**config.mk**
```make
export PLATFORM = sky130hd
export DESIGN_NAME = spi_cs_timing
export DESIGN_NICKNAME = d
export VERILOG_FILES = /design/src/spi_cs_timing_pkg.sv /design/src/spi_cs_timing.sv
export SDC_FILE = /design/constraint.sdc
export NUM_CORES = 1
export LEC_CHECK = 0
export BUFFER_PORTS_ARGS = -buffer_cell sky130_fd_sc_hd__buf_2
export CORE_MARGIN = 2
export CORE_UTILIZATION = 40
export DETAILED_ROUTE_END_ITERATION = 8
export GPL_TIMING_DRIVEN = 0
export HOLD_SLACK_MARGIN = 0.08
export SLEW_MARGIN = 20
export SYNTH_ARGS = -nofsm -noshare
export SYNTH_HDL_FRONTEND = slang
export SYNTH_SLANG_ARGS = --single-unit
```
**constraint.sdc**
```tcl
create_clock -name clk -period 6.68 [get_ports clk]
set_input_delay 0.668 -clock clk [delete_from_list [all_inputs] [get_ports clk]]
set_output_delay 0.668 -clock clk [all_outputs]
set_load 0.05 [all_outputs]
```
**src/spi_cs_timing_pkg.sv**
```systemverilog
package spi_cs_timing_pkg;
    // bus geometry
    localparam int ADDR_W = 6;
    // register byte offsets
    localparam logic [5:0] OFF_CTRL = 6'h00;
    localparam logic [5:0] OFF_TXWORD = 6'h04;
    localparam logic [5:0] OFF_FLAGS = 6'h08;
    localparam logic [5:0] OFF_RXBUF = 6'h0C;
    localparam logic [5:0] OFF_EMU = 6'h10;
    localparam logic [5:0] OFF_DELAYS = 6'h14;
    localparam logic [5:0] OFF_FMT0 = 6'h18;
    // field positions in control and flag registers
    localparam int CTRL_MASTER_BIT = 0;
    localparam int CTRL_FMT_LSB = 1;
    localparam int FLG_TO_BIT = 0;
    localparam int FLG_DS_BIT = 1;
    localparam int FLG_BUSY_BIT = 8;
    // values after reset
    localparam logic [31:0] CTRL_RESET = 32'h0000_0000;
    localparam logic [31:0] DELAYS_RESET = 32'h0000_0000;
    localparam logic [31:0] FMT_RESET = 32'h0000_0000;
    // writable bits of a format register, reserved ones read zero
    localparam logic [31:0] FMT_WMASK = 32'h3FF7_FF1F;
    // extra system cycles added to the setup and hold counts
    localparam logic [8:0] SETUP_EXTRA = 9'h002;
    localparam logic [8:0] HOLD_EXTRA = 9'h001;
    // bus responses
    localparam logic [1:0] RESP_OKAY = 2'h0;
    localparam logic [1:0] RESP_SLVERR = 2'h2;

    // one format register as laid out on the bus
    typedef struct packed {
        logic [1:0] rsv_hi;
        logic [5:0] inter_word_delay;
        logic parity_odd_select;
        logic parity_en;
        logic wait_for_handshake;
        logic lsb_first_select;
        logic rsv_mid;
        logic skip_cs_timers;
        logic polarity;
        logic phase;
        logic [7:0] prescale;
        logic [2:0] rsv_lo;
        logic [4:0] charlen;
    } fmt_s;

    // the delay register
    typedef struct packed {
        logic [7:0] cs_setup_delay;
        logic [7:0] cs_hold_delay;
        logic [7:0] desync_timeout;
        logic [7:0] handshake_timeout;
    } delay_s;

    // transfer sequencer states
    typedef enum logic [4:0] {
        ST_IDLE = 5'b00001,
        ST_SETUP = 5'b00010,
        ST_WAIT = 5'b00100,
        ST_XFER = 5'b01000,
        ST_HOLD = 5'b10000
    } state_e;
endpackage : spi_cs_timing_pkg

```
**src/spi_cs_timing.sv**
```systemverilog
// Function
// - mirror read returns buffer, clears nothing
// - mirror upper half reads zero, ignores writes
// - master setup delay is field plus two
// - zero setup field means no setup delay
// - phase one adds half period before clock
// - master hold delay is field plus one
// - zero hold field means no hold delay
// - phase zero adds half period after clock
// - setup count ignores slave handshake line
// - chip select held until hold count ends
// - late handshake release after deselect flags desync
// - early handshake release flags desync
// - handshake wait limited in serial clocks
// - handshake time-out sets time-out flag
// - time-out cancels request, marks buffer status
// - skip bit drops both setup and hold
// - wait bit waits for handshake or aborts
// - phase decides launch and capture edges
`timescale 1ns/1ps
`default_nettype none
module spi_cs_timing (
    input wire logic clk,
    input wire logic resetn,
    input wire logic [spi_cs_timing_pkg::ADDR_W-1:0] s_axi_awaddr,
    input wire logic s_axi_awvalid,
    output logic s_axi_awready,
    input wire logic [31:0] s_axi_wdata,
    input wire logic [3:0] s_axi_wstrb,
    input wire logic s_axi_wvalid,
    output logic s_axi_wready,
    output logic [1:0] s_axi_bresp,
    output logic s_axi_bvalid,
    input wire logic s_axi_bready,
    input wire logic [spi_cs_timing_pkg::ADDR_W-1:0] s_axi_araddr,
    input wire logic s_axi_arvalid,
    output logic s_axi_arready,
    output logic [31:0] s_axi_rdata,
    output logic [1:0] s_axi_rresp,
    output logic s_axi_rvalid,
    input wire logic s_axi_rready,
    output logic chip_select_line_n,
    output logic sclk,
    output logic mosi,
    input wire logic miso,
    input wire logic slave_handshake_line_n
);
    import spi_cs_timing_pkg::*;

    // software state
    logic [31:0] ctrl; // master enable and format select
    delay_s delays; // setup, hold and time-out fields
    fmt_s fmt [4]; // four transfer formats
    fmt_s act; // format latched for the running frame
    // sequencer
    state_e st;
    state_e next_st;
    logic [8:0] cyc; // system cycles spent in the current state
    logic [7:0] div; // half serial period divider
    logic ptog; // second half of a serial period
    logic [5:0] h; // half period index inside a frame
    logic [8:0] to_cnt; // serial periods spent in setup and wait since select went active
    logic watch; // waiting for handshake release after deselect
    logic [8:0] wcnt; // serial periods since deselect
    // datapath
    logic [15:0] tx_sh;
    logic [15:0] rx_sh;
    logic [15:0] rx_word;
    logic rx_empty;
    logic rx_to;
    logic rx_ds;
    logic flag_to;
    logic flag_ds;
    // pin synchronisers
    logic [1:0] miso_sync;
    logic [1:0] hs_sync;
    logic hs_prev;

    // pins cross two flops, only stage two is read downstream
    always_ff @(posedge clk or negedge resetn) begin
        if (!resetn) begin
            miso_sync <= 2'h0;
            hs_sync <= 2'h3;
            hs_prev <= 1'b1;
        end else begin
            miso_sync <= {miso_sync[0], miso};
            hs_sync <= {hs_sync[0], slave_handshake_line_n};
            hs_prev <= hs_sync[1];
        end
    end
    wire hs_active = ~hs_sync[1]; // slave handshake asserted (low)
    wire hs_rise = hs_sync[1] & ~hs_prev; // slave released handshake

    // bus decode
    wire wr_take = s_axi_awvalid & s_axi_wvalid & ~s_axi_bvalid;
    wire rd_take = s_axi_arvalid & ~s_axi_rvalid;
    wire [5:0] wa = 6'(s_axi_awaddr);
    wire [5:0] ra = 6'(s_axi_araddr);
    wire [31:0] wmask = {{8{s_axi_wstrb[3]}}, {8{s_axi_wstrb[2]}},
                         {8{s_axi_wstrb[1]}}, {8{s_axi_wstrb[0]}}};
    wire [31:0] wbits = s_axi_wdata & wmask;
    wire wsel_ctrl = wr_take && wa == OFF_CTRL;
    wire wsel_tx = wr_take && wa == OFF_TXWORD;
    wire wsel_flg = wr_take && wa == OFF_FLAGS;
    wire wsel_dly = wr_take && wa == OFF_DELAYS;
    wire [5:0] fmt_off = wa - OFF_FMT0;
    wire wsel_fmt = wr_take && wa >= OFF_FMT0 && fmt_off < 6'h10;
    // the mirror and buffer are read-only, writes there are ignored
    wire wmapped = wsel_ctrl | wsel_tx | wsel_flg | wsel_dly | wsel_fmt
                   | (wa == OFF_RXBUF) | (wa == OFF_EMU);
    wire rsel_buf = rd_take && ra == OFF_RXBUF;
    wire rsel_emu = rd_take && ra == OFF_EMU;
    wire [5:0] rfmt_off = ra - OFF_FMT0;
    wire rfmt_hit = ra >= OFF_FMT0 && rfmt_off < 6'h10;

    // status words
    wire busy = st != ST_IDLE;
    wire [31:0] buf_word = {rx_empty, 3'h0, rx_ds, 1'b0, rx_to, 9'h000, rx_word};
    wire [31:0] flag_word = {23'h0, busy, 6'h0, flag_ds, flag_to};
    wire [31:0] emu_word = {16'h0000, rx_word};
    wire [31:0] rd_mux = (ra == OFF_CTRL) ? ctrl :
                         (ra == OFF_FLAGS) ? flag_word :
                         (ra == OFF_RXBUF) ? buf_word :
                         (ra == OFF_EMU) ? emu_word :
                         (ra == OFF_DELAYS) ? delays :
                         rfmt_hit ? fmt[rfmt_off[3:2]] : 32'h0000_0000;
    wire rd_ok = (ra == OFF_CTRL) | (ra == OFF_FLAGS) | (ra == OFF_RXBUF)
                 | (ra == OFF_EMU) | (ra == OFF_DELAYS) | rfmt_hit
                 | (ra == OFF_TXWORD);

    // handshake outputs follow the response registers
    assign s_axi_awready = wr_take;
    assign s_axi_wready = wr_take;
    assign s_axi_arready = ~s_axi_rvalid;

    // write and read responses, one outstanding each
    always_ff @(posedge clk or negedge resetn) begin
        if (!resetn) begin
            s_axi_bvalid <= 1'b0;
            s_axi_bresp <= RESP_OKAY;
            s_axi_rvalid <= 1'b0;
            s_axi_rresp <= RESP_OKAY;
            s_axi_rdata <= 32'h0000_0000;
        end else begin
            if (wr_take) begin
                s_axi_bvalid <= 1'b1;
                s_axi_bresp <= wmapped ? RESP_OKAY : RESP_SLVERR;
            end else if (s_axi_bready) begin
                s_axi_bvalid <= 1'b0;
            end
            if (rd_take) begin
                s_axi_rvalid <= 1'b1;
                s_axi_rresp <= rd_ok ? RESP_OKAY : RESP_SLVERR;
                s_axi_rdata <= rd_mux;
            end else if (s_axi_rready) begin
                s_axi_rvalid <= 1'b0;
            end
        end
    end

    // control and delay registers, byte lanes honoured
    always_ff @(posedge clk or negedge resetn) begin
        if (!resetn) begin
            ctrl <= CTRL_RESET;
            delays <= DELAYS_RESET;
        end else begin
            if (wsel_ctrl)
                ctrl <= (ctrl & ~wmask) | (wbits & 32'h0000_0007);
            if (wsel_dly)
                delays <= (delays & ~wmask) | wbits;
        end
    end

    // one format register per slot, reserved bits held at zero
    for (genvar g = 0; g < 4; g++) begin : g_fmt
        always_ff @(posedge clk or negedge resetn) begin
            if (!resetn)
                fmt[g] <= FMT_RESET;
            else if (wsel_fmt && fmt_off[3:2] == 2'(g))
                fmt[g] <= (fmt[g] & ~(wmask & FMT_WMASK)) | (wbits & FMT_WMASK);
        end
    end

    // a word write starts a frame; refused while busy or as slave
    wire master = ctrl[CTRL_MASTER_BIT];
    wire go = wsel_tx & ~busy & master;
    wire fmt_s nf = fmt[ctrl[CTRL_FMT_LSB +: 2]];
    wire setup_on = ~nf.skip_cs_timers && delays.cs_setup_delay != 8'h00;
    wire hold_on = ~act.skip_cs_timers && delays.cs_hold_delay != 8'h00;
    wire [8:0] setup_last = {1'b0, delays.cs_setup_delay} + SETUP_EXTRA - 9'h001;
    wire [8:0] hold_last = {1'b0, delays.cs_hold_delay} + HOLD_EXTRA - 9'h001;
    // one extra half period on the phase's side
    wire [5:0] h_last = {act.charlen, 1'b0};
    wire half_tick = div == act.prescale;
    wire period_tick = half_tick & ptog;
    wire hs_timeout = to_cnt >= {1'b0, delays.handshake_timeout};

    // sequencer next state
    always_comb begin
        next_st = st;
        case (st)
            ST_IDLE: begin
                if (go)
                    next_st = setup_on ? ST_SETUP :
                              (nf.wait_for_handshake ? ST_WAIT : ST_XFER);
            end
            ST_SETUP: begin
                if (cyc == setup_last)
                    next_st = act.wait_for_handshake ? ST_WAIT : ST_XFER;
            end
            ST_WAIT: begin
                if (hs_active)
                    next_st = ST_XFER;
                else if (hs_timeout)
                    next_st = ST_IDLE;
            end
            ST_XFER: begin
                if (half_tick && h == h_last)
                    next_st = hold_on ? ST_HOLD : ST_IDLE;
            end
            ST_HOLD: begin
                if (cyc == hold_last)
                    next_st = ST_IDLE;
            end
            default: next_st = ST_IDLE;
        endcase
    end

    wire moving = next_st != st;
    wire to_ev = st == ST_WAIT && next_st == ST_IDLE;
    wire xfer_done = st == ST_XFER && moving;
    wire frame_end = (st == ST_XFER || st == ST_HOLD) && next_st == ST_IDLE;
    wire [5:0] e = act.phase ? h - 6'h01 : h;
    wire edge_now = st == ST_XFER && half_tick &&
                    (act.phase ? h != 6'h00 : h != h_last);
    wire sample = edge_now && (e[0] != act.phase);
    wire shift = edge_now && (e[0] == act.phase) && e != 6'h00;
    wire early_ds = st == ST_XFER && act.wait_for_handshake && hs_rise;
    wire late_ds = watch && st == ST_IDLE && period_tick && hs_active &&
                   wcnt >= {1'b0, delays.desync_timeout};
    wire ds_ev = early_ds | late_ds;
    wire [15:0] tx_aligned = s_axi_wdata[15:0] << 5'(5'h10 - nf.charlen);

    // state, cycle count and serial timebase; both restart per state
    always_ff @(posedge clk or negedge resetn) begin
        if (!resetn) begin
            st <= ST_IDLE;
            cyc <= 9'h000;
            div <= 8'h00;
            ptog <= 1'b0;
        end else begin
            st <= next_st;
            cyc <= moving ? 9'h000 : cyc + 9'h001;
            div <= (moving || half_tick) ? 8'h00 : div + 8'h01;
            ptog <= moving ? 1'b0 : ptog ^ half_tick;
        end
    end

    // time-out counters restart at select and at frame end
    always_ff @(posedge clk or negedge resetn) begin
        if (!resetn) begin
            to_cnt <= 9'h000;
            watch <= 1'b0;
            wcnt <= 9'h000;
        end else begin
            if (go)
                to_cnt <= 9'h000;
            else if (period_tick && (st == ST_SETUP || st == ST_WAIT))
                to_cnt <= to_cnt + 9'h001;
            if (frame_end) begin
                watch <= master & act.wait_for_handshake;
                wcnt <= 9'h000;
            end else if (go || late_ds || (watch && !hs_active)) begin
                watch <= 1'b0;
            end else if (watch && period_tick) begin
                wcnt <= wcnt + 9'h001;
            end
        end
    end

    // pins and shift registers; select drops at once on a time-out
    always_ff @(posedge clk or negedge resetn) begin
        if (!resetn) begin
            act <= FMT_RESET;
            chip_select_line_n <= 1'b1;
            sclk <= 1'b0;
            mosi <= 1'b0;
            tx_sh <= 16'h0000;
            rx_sh <= 16'h0000;
            h <= 6'h00;
        end else if (go) begin
            act <= nf;
            chip_select_line_n <= 1'b0;
            sclk <= nf.polarity;
            tx_sh <= tx_aligned;
            mosi <= tx_aligned[15];
            rx_sh <= 16'h0000;
            h <= 6'h00;
        end else begin
            if (busy && next_st == ST_IDLE)
                chip_select_line_n <= 1'b1;
            if (edge_now)
                sclk <= ~sclk;
            if (sample)
                rx_sh <= {rx_sh[14:0], miso_sync[1]};
            if (shift) begin
                tx_sh <= {tx_sh[14:0], 1'b0};
                mosi <= tx_sh[14];
            end
            if (st == ST_XFER && half_tick)
                h <= h + 6'h01;
        end
    end

    // receive buffer; a buffer read clears, a mirror read does not
    always_ff @(posedge clk or negedge resetn) begin
        if (!resetn) begin
            rx_word <= 16'h0000;
            rx_empty <= 1'b1;
            rx_to <= 1'b0;
            rx_ds <= 1'b0;
        end else begin
            if (xfer_done) begin
                rx_word <= rx_sh;
                rx_empty <= 1'b0;
            end else if (rsel_buf) begin
                rx_empty <= 1'b1;
            end
            if (to_ev)
                rx_to <= 1'b1;
            else if (rsel_buf)
                rx_to <= 1'b0;
            if (ds_ev)
                rx_ds <= 1'b1;
            else if (rsel_buf)
                rx_ds <= 1'b0;
        end
    end

    // sticky flags, write one to clear, a new event wins the clear
    always_ff @(posedge clk or negedge resetn) begin
        if (!resetn) begin
            flag_to <= 1'b0;
            flag_ds <= 1'b0;
        end else begin
            if (to_ev)
                flag_to <= 1'b1;
            else if (wsel_flg && wbits[FLG_TO_BIT])
                flag_to <= 1'b0;
            if (ds_ev)
                flag_ds <= 1'b1;
            else if (wsel_flg && wbits[FLG_DS_BIT])
                flag_ds <= 1'b0;
        end
    end
endmodule : spi_cs_timing
`default_nettype wire

```
==> reports/qor.csv, run 1 <==
stage,metric,value,unit
run_status,status,completed,
floorplanning,area of the core,40900,um2
power,leakage power,0.00874,uW
timing,Tmin final,3.93,ns
worst_setup_path,Most common cell on crit path,clkbuf_1,
timing,Fin. Hold Viols,0,
routing,number of antenna-violating nets in the routed design,0,
place,PortBufs,92,
yosys,XOR/XNOR Fraction of Synth Area,3.63,%
yosys,Cells after Synth,1487,
floorplanning,die width,208,um
floorplanning,Total Die Area,43200,um2
final_layout,Reg area,8220,um2
routing,wire length per cell,21.8,um
grt,largest net degree at the start of global routing,88,
timing,setup violators final,0,
yosys,Area contributors post-synth,"dfrtp_1, mux2_2, mux4_2",
timing,Slew @ Worst Pin,1.13,ns
worst_setup_path,worst-path maximum fanout,10,
floorplanning,IO Count,101,
timing,setup ws final,2.75,ns
yosys,Post-synth EDFFs,0,
job,Max Cap Viol,0,
power,maximum vdd drop,0.202,mV
grt,initial antenna violation count,2,
final_layout,post-route core utilization,46.7,%
floorplanning,die height,208,um
final_layout,area taken by multi-input logic gates,7880,um2
timing,max-slew violations,0,
timing,Hold WS,0.237,ns
place,pre-CTS setup slack,2.79,ns
yosys,Compound-Gate Fraction of Synth Area,9.20,%
clock_tree,TritonCTS Buffers,39,
yosys,synthesized cell area,16600,um2
clock_tree,CTS resizes,0,
grt,first-pass GRT wire length,73900,um
floorplanning,row cnt,74,
yosys,"Top FF cell, synth",dfrtp_1,
yosys,Post-Synth Simple-Gate Area,13.9,%
worst_setup_path,CP Cell Sequence,clkbuf_1 > mux4_2 > buf_2 > inv_1 > ha_1 > clkbuf_1 > clkbuf_1 > a31oi_1 > o21ai_0 > a32oi_1 > o21ai_0,
yosys,post-synthesis sequential area ratio,49.4,%
power,Sw Pwr,1380,uW
timing,ratio of final minimum period to clock period,58.8,%
power,Reg power frac,44.4,%
grt,all-layer global routing usage,22.1,%
place,post-DP HPWL,35600,um
worst_setup_path,CP required,7.12,ns
floorplanning,Starting Density,40.6,%
worst_setup_path,crit path capture type,register,
yosys,"flops & latches, synth",328,
clock_tree,CTS tree,done,
power,combinational fraction of design power,14.7,%
power,clock power share,40.9,%
timing,Slew headroom,24.5,%
routing,total wirelength of the detailed-routed design,47600,um
grt,GR Overflow Total,0,
power,net switching fraction of the power,27.7,%
final_layout,layout cells sized above 1,23.8,%
yosys,most common cell in the netlist,dfrtp_1,
worst_setup_path,WS Path Type,reg2reg,
clock_tree,root buffer cell,clkbuf_16,
clock_tree,clock sink count,328,
worst_setup_path,Startpoint Class,register,
yosys,Avg Synthesized Cell Area,11.2,um2
routing,drt drc,0,
worst_setup_path,family with the most delay on the worst path,buffers and inverters,
clock_tree,Max clock buf depth,3,
final_layout,nets,1712,
routing,Initial DRT Pass Iterations,5,
yosys,Netlist cell types,75,
power,Int Pwr,3600,uW
worst_setup_path,Crit path arrival time,4.37,ns
power,pwr dens,261,nW/um2
yosys,commonest cells in the synthesized netlist,"dfrtp_1, nand2_1, mux2_2",
final_layout,area delta synth->final,15.0,%
yosys,Yosys top cell by area,dfrtp_1,
yosys,yosys warns,0,
yosys,multiplexer share of the synthesized area,18.5,%
routing,Vias,12300,
clock_tree,clk_lat worst skew,0.54,ns
worst_setup_path,crit path max-delay cell type,clkbuf_1,
yosys,Post-Synth Adder-Cell Area,2.11,%
timing,RSZ-0062 raised after global routing,false,
grt,vias in the first global route,12300,
yosys,top cell type's share of synthesized area,48.5,%
final_layout,# fillers,3756,
clock_tree,post-CTS setup buffer count,0,
yosys,largest family of logic cells by synthesized area,multiplexers,
worst_setup_path,"Largest stage delay, worst path",0.50,ns
routing,Avg Vias per Cell,5.63,
routing,DRC marker count from the first detailed-route iteration,905,
timing,Final Skew,0.0165,ns
place,GPL Wtd Cong,0.898,
worst_setup_path,CP bufs+invs,5,
clock_tree,clk slew on worst S/H paths,0.06,ns
hold_path,Worst Hold Class,in2reg,
yosys,ys async rst share,100,%
timing,Max Fclk,0.254,GHz
clock_tree,H-tree depth,2,
## power groups by stage
stage / clock network (uW) / logic (uW) / registers [uW]
4_1_cts: 2080 / 734 / 2210
2_1_floorplan: 0 / 451 / 2260
6_report: 2040 / 733 / 2220
5_1_grt: 2170 / 802 / 2230
3_3_place_gp: 0 / 716 / 2240
3_5_place_dp: 0 / 733 / 2250
## per-stage QoR
| step | total power [uW] | cell area [um2] | TNS, ns | cells |
|---|---|---|---|---|
| after floorplan | 2710 | 16600 | 0 | 1488 |
| after global placement | 2950 | 17700 | -433.96 | 2112 |
| after detailed placement | 2980 | 17900 | 0 | 2116 |
| after CTS | 5030 | 19100 | 0 | 2183 |
| after global routing | 5200 | 19100 | 0 | 2186 |
| final | 4990 | 19100 | 0 | 2186 |
## final cells by class
type	count	share of cell area, %
antenna	2	0.0262
buffer	86	1.94
clock buffer	57	5.89
clock inverter	9	0.458
inverter	42	0.825
multi-input combinational	1032	41.2
sequential	328	43.0
tap	532	3.48
timing repair buffer	98	3.17
## cells by family after synthesis
logic type / after synthesis
other: 1
xor gates and xnor gates: 68
muxes: 229
adders and majority gates: 28
and+or+nand+nor: 472
buffers and inverters: 128
AOI/OAI and AO/OA: 233
DFF: 328
## cells in the final DEF (no fill, tap or decap), types with 41 or more instances in the layout
master and count:
nor2_1 84, a21oi_1 52, mux2_2 155, nand2_1 168, inv_1 41, clkbuf_1 71, nand3_1 54, dfrtp_1 322
buf_2 103, o21ai_0 59
## final timing paths
| kind | start | end | slack, ns | cells after the start |
|---|---|---|---|---|
| max | register | tx_sh[6] | 2.75 | 11 |
| min | miso | miso_sync[0] | 0.24 | 1 |
| max reg2reg | register | tx_sh[6] | 2.75 | 11 |
| min reg2reg | hs_sync[0] | hs_sync[1] | 0.36 | 0 |
| max in group asynchronous | resetn | tx_sh[10] | 4.95 | 4 |
| min in group asynchronous | resetn | s_axi_rvalid | 0.63 | 2 |
## timing repair
action,CTS,global route
hold buffers,1,0
setup endpoints to repair,0,0
hold endpoints to repair,42,0
## per-layer routing
layer / up-vias / track usage (%) / routed length [um]
met5: - / 0 / 0
met4: 0 / 8.22 / 1630
met3: 81 / 3.56 / 2650
met2: 356 / 34.0 / 21700
met1: 6197 / 31.6 / 21600
li1: 5667 / - / -
No activity file was read; power rests on OpenSTA's default activity.
==> run 2, diff against run 1 <==
Clock period 6.68 ns to 3.49 ns, I/O delays scaled along.
==> run 2 against run 1 <==
  * Via count grew 0.32%
  * Critical endpoint unchanged
  * Hold slack lost 0.13 ns
  * Non-clock buffer count grew 7
  * Count of clock-buffer cells in the layout is the same
==> reports/qor.csv, run 2 (same netlist as run 1, synthesis figures left out) <==
stage,metric,value,unit,change
run_status,status,completed,,
worst_setup_path,Critical Path End,tx_sh[6],,
worst_setup_path,Crit path arrival time,3.84,ns,-0.53 ns
job,Max Cap Viol,0,,unchanged
worst_setup_path,Most common cell on crit path,o21ai_0,,
clock_tree,Max clock buf depth,3,,unchanged
floorplanning,die height,208,um,unchanged
power,leakage power,0.00878,uW,+0.47%
timing,Final Skew,0.0164,ns,-0.0000748 ns
worst_setup_path,crit path capture type,register,,
routing,DRC marker count from the first detailed-route iteration,938,,+3.6%
worst_setup_path,Worst R2R Path Depth,9,,-2
routing,number of antenna-violating nets in the routed design,0,,unchanged
clock_tree,H-tree depth,2,,unchanged
worst_setup_path,WP depth,9,,-2
power,Sw Pwr,2640,uW,+91%
clock_tree,root buffer cell,clkbuf_16,,
timing,setup violators final,0,,unchanged
worst_setup_path,WS Path Type,reg2reg,,
clock_tree,clock sink count,328,,unchanged
worst_setup_path,worst-path maximum fanout,11,,+1
clock_tree,CTS tree,done,,
power,pwr dens,497,nW/um2,+91%
final_layout,most frequent cells in the layout,"dfrtp_1, nand2_1, mux2_2, buf_2, nor2_1",,
grt,largest net degree at the start of global routing,88,,unchanged
timing,setup ws final,0.0856,ns,-2.66 ns
clock_tree,post-CTS setup buffer count,0,,unchanged
timing,Slew headroom,26.5,%,+2.0 points
floorplanning,area of the core,40900,um2,unchanged
worst_setup_path,worst reg2reg setup slack,0.09,ns,-2.66 ns
clock_tree,TritonCTS Buffers,39,,unchanged
power,combinational fraction of design power,14.8,%,about the same
timing,Max Fclk,0.294,GHz,+15%
routing,Initial DRT Pass Iterations,5,,unchanged
routing,drt drc,0,,unchanged
place,post-DP HPWL,35600,um,unchanged
final_layout,nets,1719,,+0.41%
routing,total wirelength of the detailed-routed design,47500,um,about the same
power,Int Pwr,6910,uW,+92%
timing,Slew @ Worst Pin,1.10,ns,-0.0305 ns
routing,Vias,12300,,+0.32%
floorplanning,row cnt,74,,unchanged
routing,wire length per cell,21.7,um,-0.39%
grt,initial antenna violation count,2,,unchanged
timing,Fin. Hold Viols,0,,unchanged
grt,all-layer global routing usage,22.2,%,about the same
place,pre-CTS setup slack,-0.396,ns,-3.19 ns
grt,first-pass GRT wire length,73900,um,+0.12%
worst_setup_path,family with the most delay on the worst path,compound AO/OA/AOI/OAI gates,,
worst_setup_path,"Largest stage delay, worst path",0.65,ns,+0.15 ns
timing,max-slew violations,0,,unchanged
final_layout,area delta synth->final,15.6,%,
worst_setup_path,Startpoint Class,register,,
timing,Tmin final,3.40,ns,-0.527 ns
worst_setup_path,crit path max-delay cell type,dfrtp_1,,
power,maximum vdd drop,0.387,mV,+91%
place,GPL Wtd Cong,0.898,,unchanged
grt,GR Overflow Total,0,,unchanged
worst_setup_path,CP required,3.93,ns,-3.19 ns
grt,vias in the first global route,12400,,+0.28%
place,PortBufs,92,,unchanged
hold_path,Worst Hold Class,in2reg,,
timing,RSZ-0062 raised after global routing,true,,
worst_setup_path,CP Cell Sequence,mux4_2 > buf_2 > inv_1 > ha_2 > clkbuf_1 > a31oi_1 > o21ai_0 > a32oi_1 > o21ai_0,,
floorplanning,IO Count,101,,unchanged
power,Reg power frac,44.4,%,about the same
worst_setup_path,CP bufs+invs,3,,-2
final_layout,post-route core utilization,46.9,%,+0.24 points
floorplanning,Total Die Area,43200,um2,unchanged
floorplanning,Starting Density,40.6,%,unchanged
final_layout,"most common cell after layout, fill and taps aside",dfrtp_1,,
power,clock power share,40.8,%,about the same
routing,Avg Vias per Cell,5.63,,about the same
final_layout,# fillers,3754,,-0.053%
power,net switching fraction of the power,27.7,%,-0.035 points
worst_setup_path,FF-to-FF End,tx_sh[6],,
final_layout,layout cells sized above 1,23.9,%,+0.080 points
timing,ratio of final minimum period to clock period,97.5,%,+39 points
clock_tree,clk_lat worst skew,0.54,ns,about the same
floorplanning,die width,208,um,unchanged
clock_tree,clk slew on worst S/H paths,0.06,ns,about the same
==> run 2: worst min path at each step <==
stage	start	end	slack (ns)	cells after the start
2_1_floorplan	resetn	asynchronous set/reset pin	0.05	0
3_3_place_gp	hs_sync[0]	hs_sync[1]	0.35	0
3_5_place_dp	resetn	s_axi_rvalid	0.30	1
4_1_cts	s_axi_wdata[5]	register	0.09	2
5_1_grt	s_axi_wdata[5]	register	0.09	2
6_report	s_axi_wdata[5]	register	0.10	2
==> run 2: metal layers <==
metal	vias up	routed length, um	GRT usage [%]
li1	5678	-	-
met1	6216	21800	31.8
met2	367	21600	33.9
met4	0	1590	8.22
met5	-	0	0
met3	79	2580	3.54
==> run 2: timing repair <==
item	in CTS	in global routing
hold buffers	10	0
endpoints found under the setup margin	13	27
hold endpoints to repair	54	0
gates resized for setup	1	3
==> run 2: area by class of cell <==
class | count | area, um2 | area share (%)
antenna | 2 | 5.00 | 0.0261
timing repair buffer | 107 | 696 | 3.62
clock inverter | 9 | 87.6 | 0.456
multi-input combinational | 1032 | 7900 | 41.1
clock buffer | 57 | 1120 | 5.85
tap | 532 | 666 | 3.46
sequential | 328 | 8220 | 42.8
buffer | 84 | 364 | 1.90
inverter | 42 | 158 | 0.821
==> run 2: power groups by stage <==
stage	Sequential, uW	Combinational (uW)	Clock [uW]
5_1_grt	4270	1540	4150
3_3_place_gp	4290	1370	0
2_1_floorplan	4320	863	0
4_1_cts	4240	1410	3980
3_5_place_dp	4300	1400	0
6_report	4240	1410	3900
==> run 2: per-stage QoR <==
stage	instance area (um2)	instances	hold WS (ns)	setup TNS [ns]	total power, uW
finish	19200	2193	0.104	0	9550
global route	19200	2193	0.0924	-0.131	9960
CTS	19200	2190	0.0850	0	9620
detailed placement	17900	2116	0.296	-2.51	5700
global placement	17700	2112	0.349	-1375.61	5660
floorplan	16600	1488	0.0534	0	5180
==> run 3, diff against run 2 <==
Settings changed: CORE_UTILIZATION 40 to 30.
==> run 3 against run 2 <==
  * Global-route usage shrank 5.2 points
  * Hold slack got worse by 0.0014 ns
  * Critical path depth fell by 1
==> reports/qor.csv, run 3 (same netlist as run 1, synthesis figures left out) <==
stage,metric,value,unit,change
timing,Fin Setup TNS,0,ns,unchanged
grt,GR Overflow Total,0,,unchanged
final_layout,fin cells,2360,,+7.6%
power,leakage power,0.00875,uW,-0.33%
routing,wire length per cell,20.5,um,-5.5%
routing,DRC marker count from the first detailed-route iteration,925,,-1.4%
job,Max Cap Viol,0,,unchanged
timing,Slew headroom,24.3,%,-2.2 points
place,PortBufs,92,,unchanged
floorplanning,area of the core,54900,um2,+34%
timing,Hold WS,0.102,ns,-0.00144 ns
routing,Vias,12400,,+0.18%
routing,Avg Vias per Cell,5.24,,-6.9%
grt,vias in the first global route,12300,,-0.50%
routing,number of antenna-violating nets in the routed design,0,,unchanged
timing,setup ws final,0.200,ns,+0.115 ns
timing,Tmin final,3.29,ns,-0.115 ns
clock_tree,clk slew on worst S/H paths,0.06,ns,about the same
floorplanning,Starting Density,30.3,%,-10 points
final_layout,fin area,19400,um2,+0.74%
clock_tree,clock sink count,328,,unchanged
grt,initial antenna violation count,3,,+1
final_layout,# fillers,5435,,+45%
timing,max-slew violations,0,,unchanged
timing,Fin. Hold Viols,0,,unchanged
timing,Max Fclk,0.304,GHz,+3.5%
worst_setup_path,WS Path Type,reg2reg,,
clock_tree,H-tree depth,2,,unchanged
final_layout,nets,1714,,-0.29%
grt,largest net degree at the start of global routing,100,,+14%
worst_setup_path,Startpoint Class,register,,
place,GPL Wtd Cong,0.906,,+0.91%
clock_tree,Max clock buf depth,3,,unchanged
floorplanning,row cnt,86,,+16%
worst_setup_path,crit path capture type,register,,
routing,Initial DRT Pass Iterations,6,,+1
place,pre-CTS setup slack,-0.293,ns,+0.103 ns
timing,RSZ-0062 raised after global routing,false,,
timing,setup violators final,0,,unchanged
place,dpl cells,2287,,+8.1%
timing,ratio of final minimum period to clock period,94.3,%,-3.3 points
timing,Slew @ Worst Pin,1.13,ns,+0.0328 ns
floorplanning,die width,239,um,+15%
floorplanning,IO Count,101,,unchanged
routing,total wirelength of the detailed-routed design,48400,um,+1.7%
clock_tree,root buffer cell,clkbuf_16,,
clock_tree,TritonCTS Buffers,37,,-5.1%
power,maximum vdd drop,0.293,mV,-24%
place,dpl cell area,18100,um2,+1.1%
worst_setup_path,worst-path maximum fanout,10,,-1
place,post-DP HPWL,36500,um,+2.6%
hold_path,Worst Hold Class,in2reg,,
floorplanning,die height,239,um,+15%
clock_tree,clk_lat worst skew,0.55,ns,about the same
timing,Final Skew,0.0223,ns,+0.00591 ns
final_layout,area delta synth->final,16.5,%,
grt,all-layer global routing usage,16.9,%,-5.2 points
clock_tree,post-CTS setup buffer count,0,,unchanged
final_layout,"most common cell after layout, fill and taps aside",dfrtp_1,,
worst_setup_path,Crit path arrival time,3.75,ns,-0.09 ns
grt,first-pass GRT wire length,74500,um,+0.72%
final_layout,most frequent cells in the layout,"dfrtp_1, nand2_1, mux2_2, buf_2, nor2_1",,
floorplanning,Total Die Area,57300,um2,+33%
worst_setup_path,CP required,3.95,ns,+0.02 ns
routing,drt drc,0,,unchanged
power,pwr dens,490,nW/um2,-1.5%
final_layout,layout cells sized above 1,24.2,%,+0.36 points
clock_tree,CTS tree,done,,
run_status,status,completed,,
-- run 3: cell types whose count changed in the layout (fill, tap and decap cells not counted), moves of 2 or more --
| cell | previous run | this run |
|---|---|---|
| clkinv_2 | 5 | 7 |
| clkbuf_2 | 0 | 2 |
| clkinvlp_4 | 1 | 3 |
| clkbuf_16 | 40 | 37 |
| clkbuf_1 | 69 | 62 |
| clkbuf_8 | 6 | 8 |
-- run 3: where the power goes --
group	switching, uW	internal, uW
logic	843	561
clock network	1630	2210
registers	204	4040
total	2670	6800
-- run 3: critical path, stage by stage, from the launching register on --
cell and delay (ns):
dfrtp_1 0.39, nand3b_1 0.34, nor3_4 0.52, and2_0 0.19, clkbuf_1 0.35, clkbuf_1 0.61
buf_1 0.46, nand2_1 0.20, o21ai_0 0.12
-- run 3: path summary, 6_finish.rpt --
path | cells after the start | end | slack [ns] | start
worst max-delay path | 8 | sclk | 0.20 | s_axi_bvalid
worst min-delay path | 2 | register | 0.10 | s_axi_wdata[18]
worst max register to register | 8 | sclk | 0.20 | s_axi_bvalid
worst min register to register | 0 | miso_sync[1] | 0.35 | miso_sync[0]
max in group asynchronous | 3 | asynchronous set/reset pin | 2.22 | resetn
min in group asynchronous | 2 | s_axi_rdata[10] | 0.35 | resetn
-- run 3: per-layer routing --
metal	share of wire [%]	GRT usage (%)
met1	45	23.2
met2	47	27.5
met3	5.4	2.80
met4	2.6	5.02
met5	0.043	0
-- run 3: per-stage QoR --
stage                     power, uW  util (%)
after floorplan                5180         -
after global placement         5650      32.7
after detailed placement       5700      32.9
after CTS                      9540      35.2
after global routing           9860      35.3
final                          9480      35.3
-- run 3: cell type report --
cell class                      count  area [um2]  share of cell area [%]
Antenna cell                        1        2.50                  0.0129
Buffer                             84         367                    1.89
Clock buffer                       50        1050                    5.45
Clock inverter                     15         138                   0.711
Inverter                           42         158                   0.815
Multi-Input combinational cell   1032        7900                    40.8
Sequential cell                   328        8220                    42.4
Tap cell                          704         881                    4.55
Timing Repair Buffer              104         643                    3.32
-- run 3: what timing repair did --
item	in CTS	in global routing
endpoints found under the setup margin	12	35
hold buffers	9	0
gates resized for setup	1	5
endpoints found under the hold margin	66	0
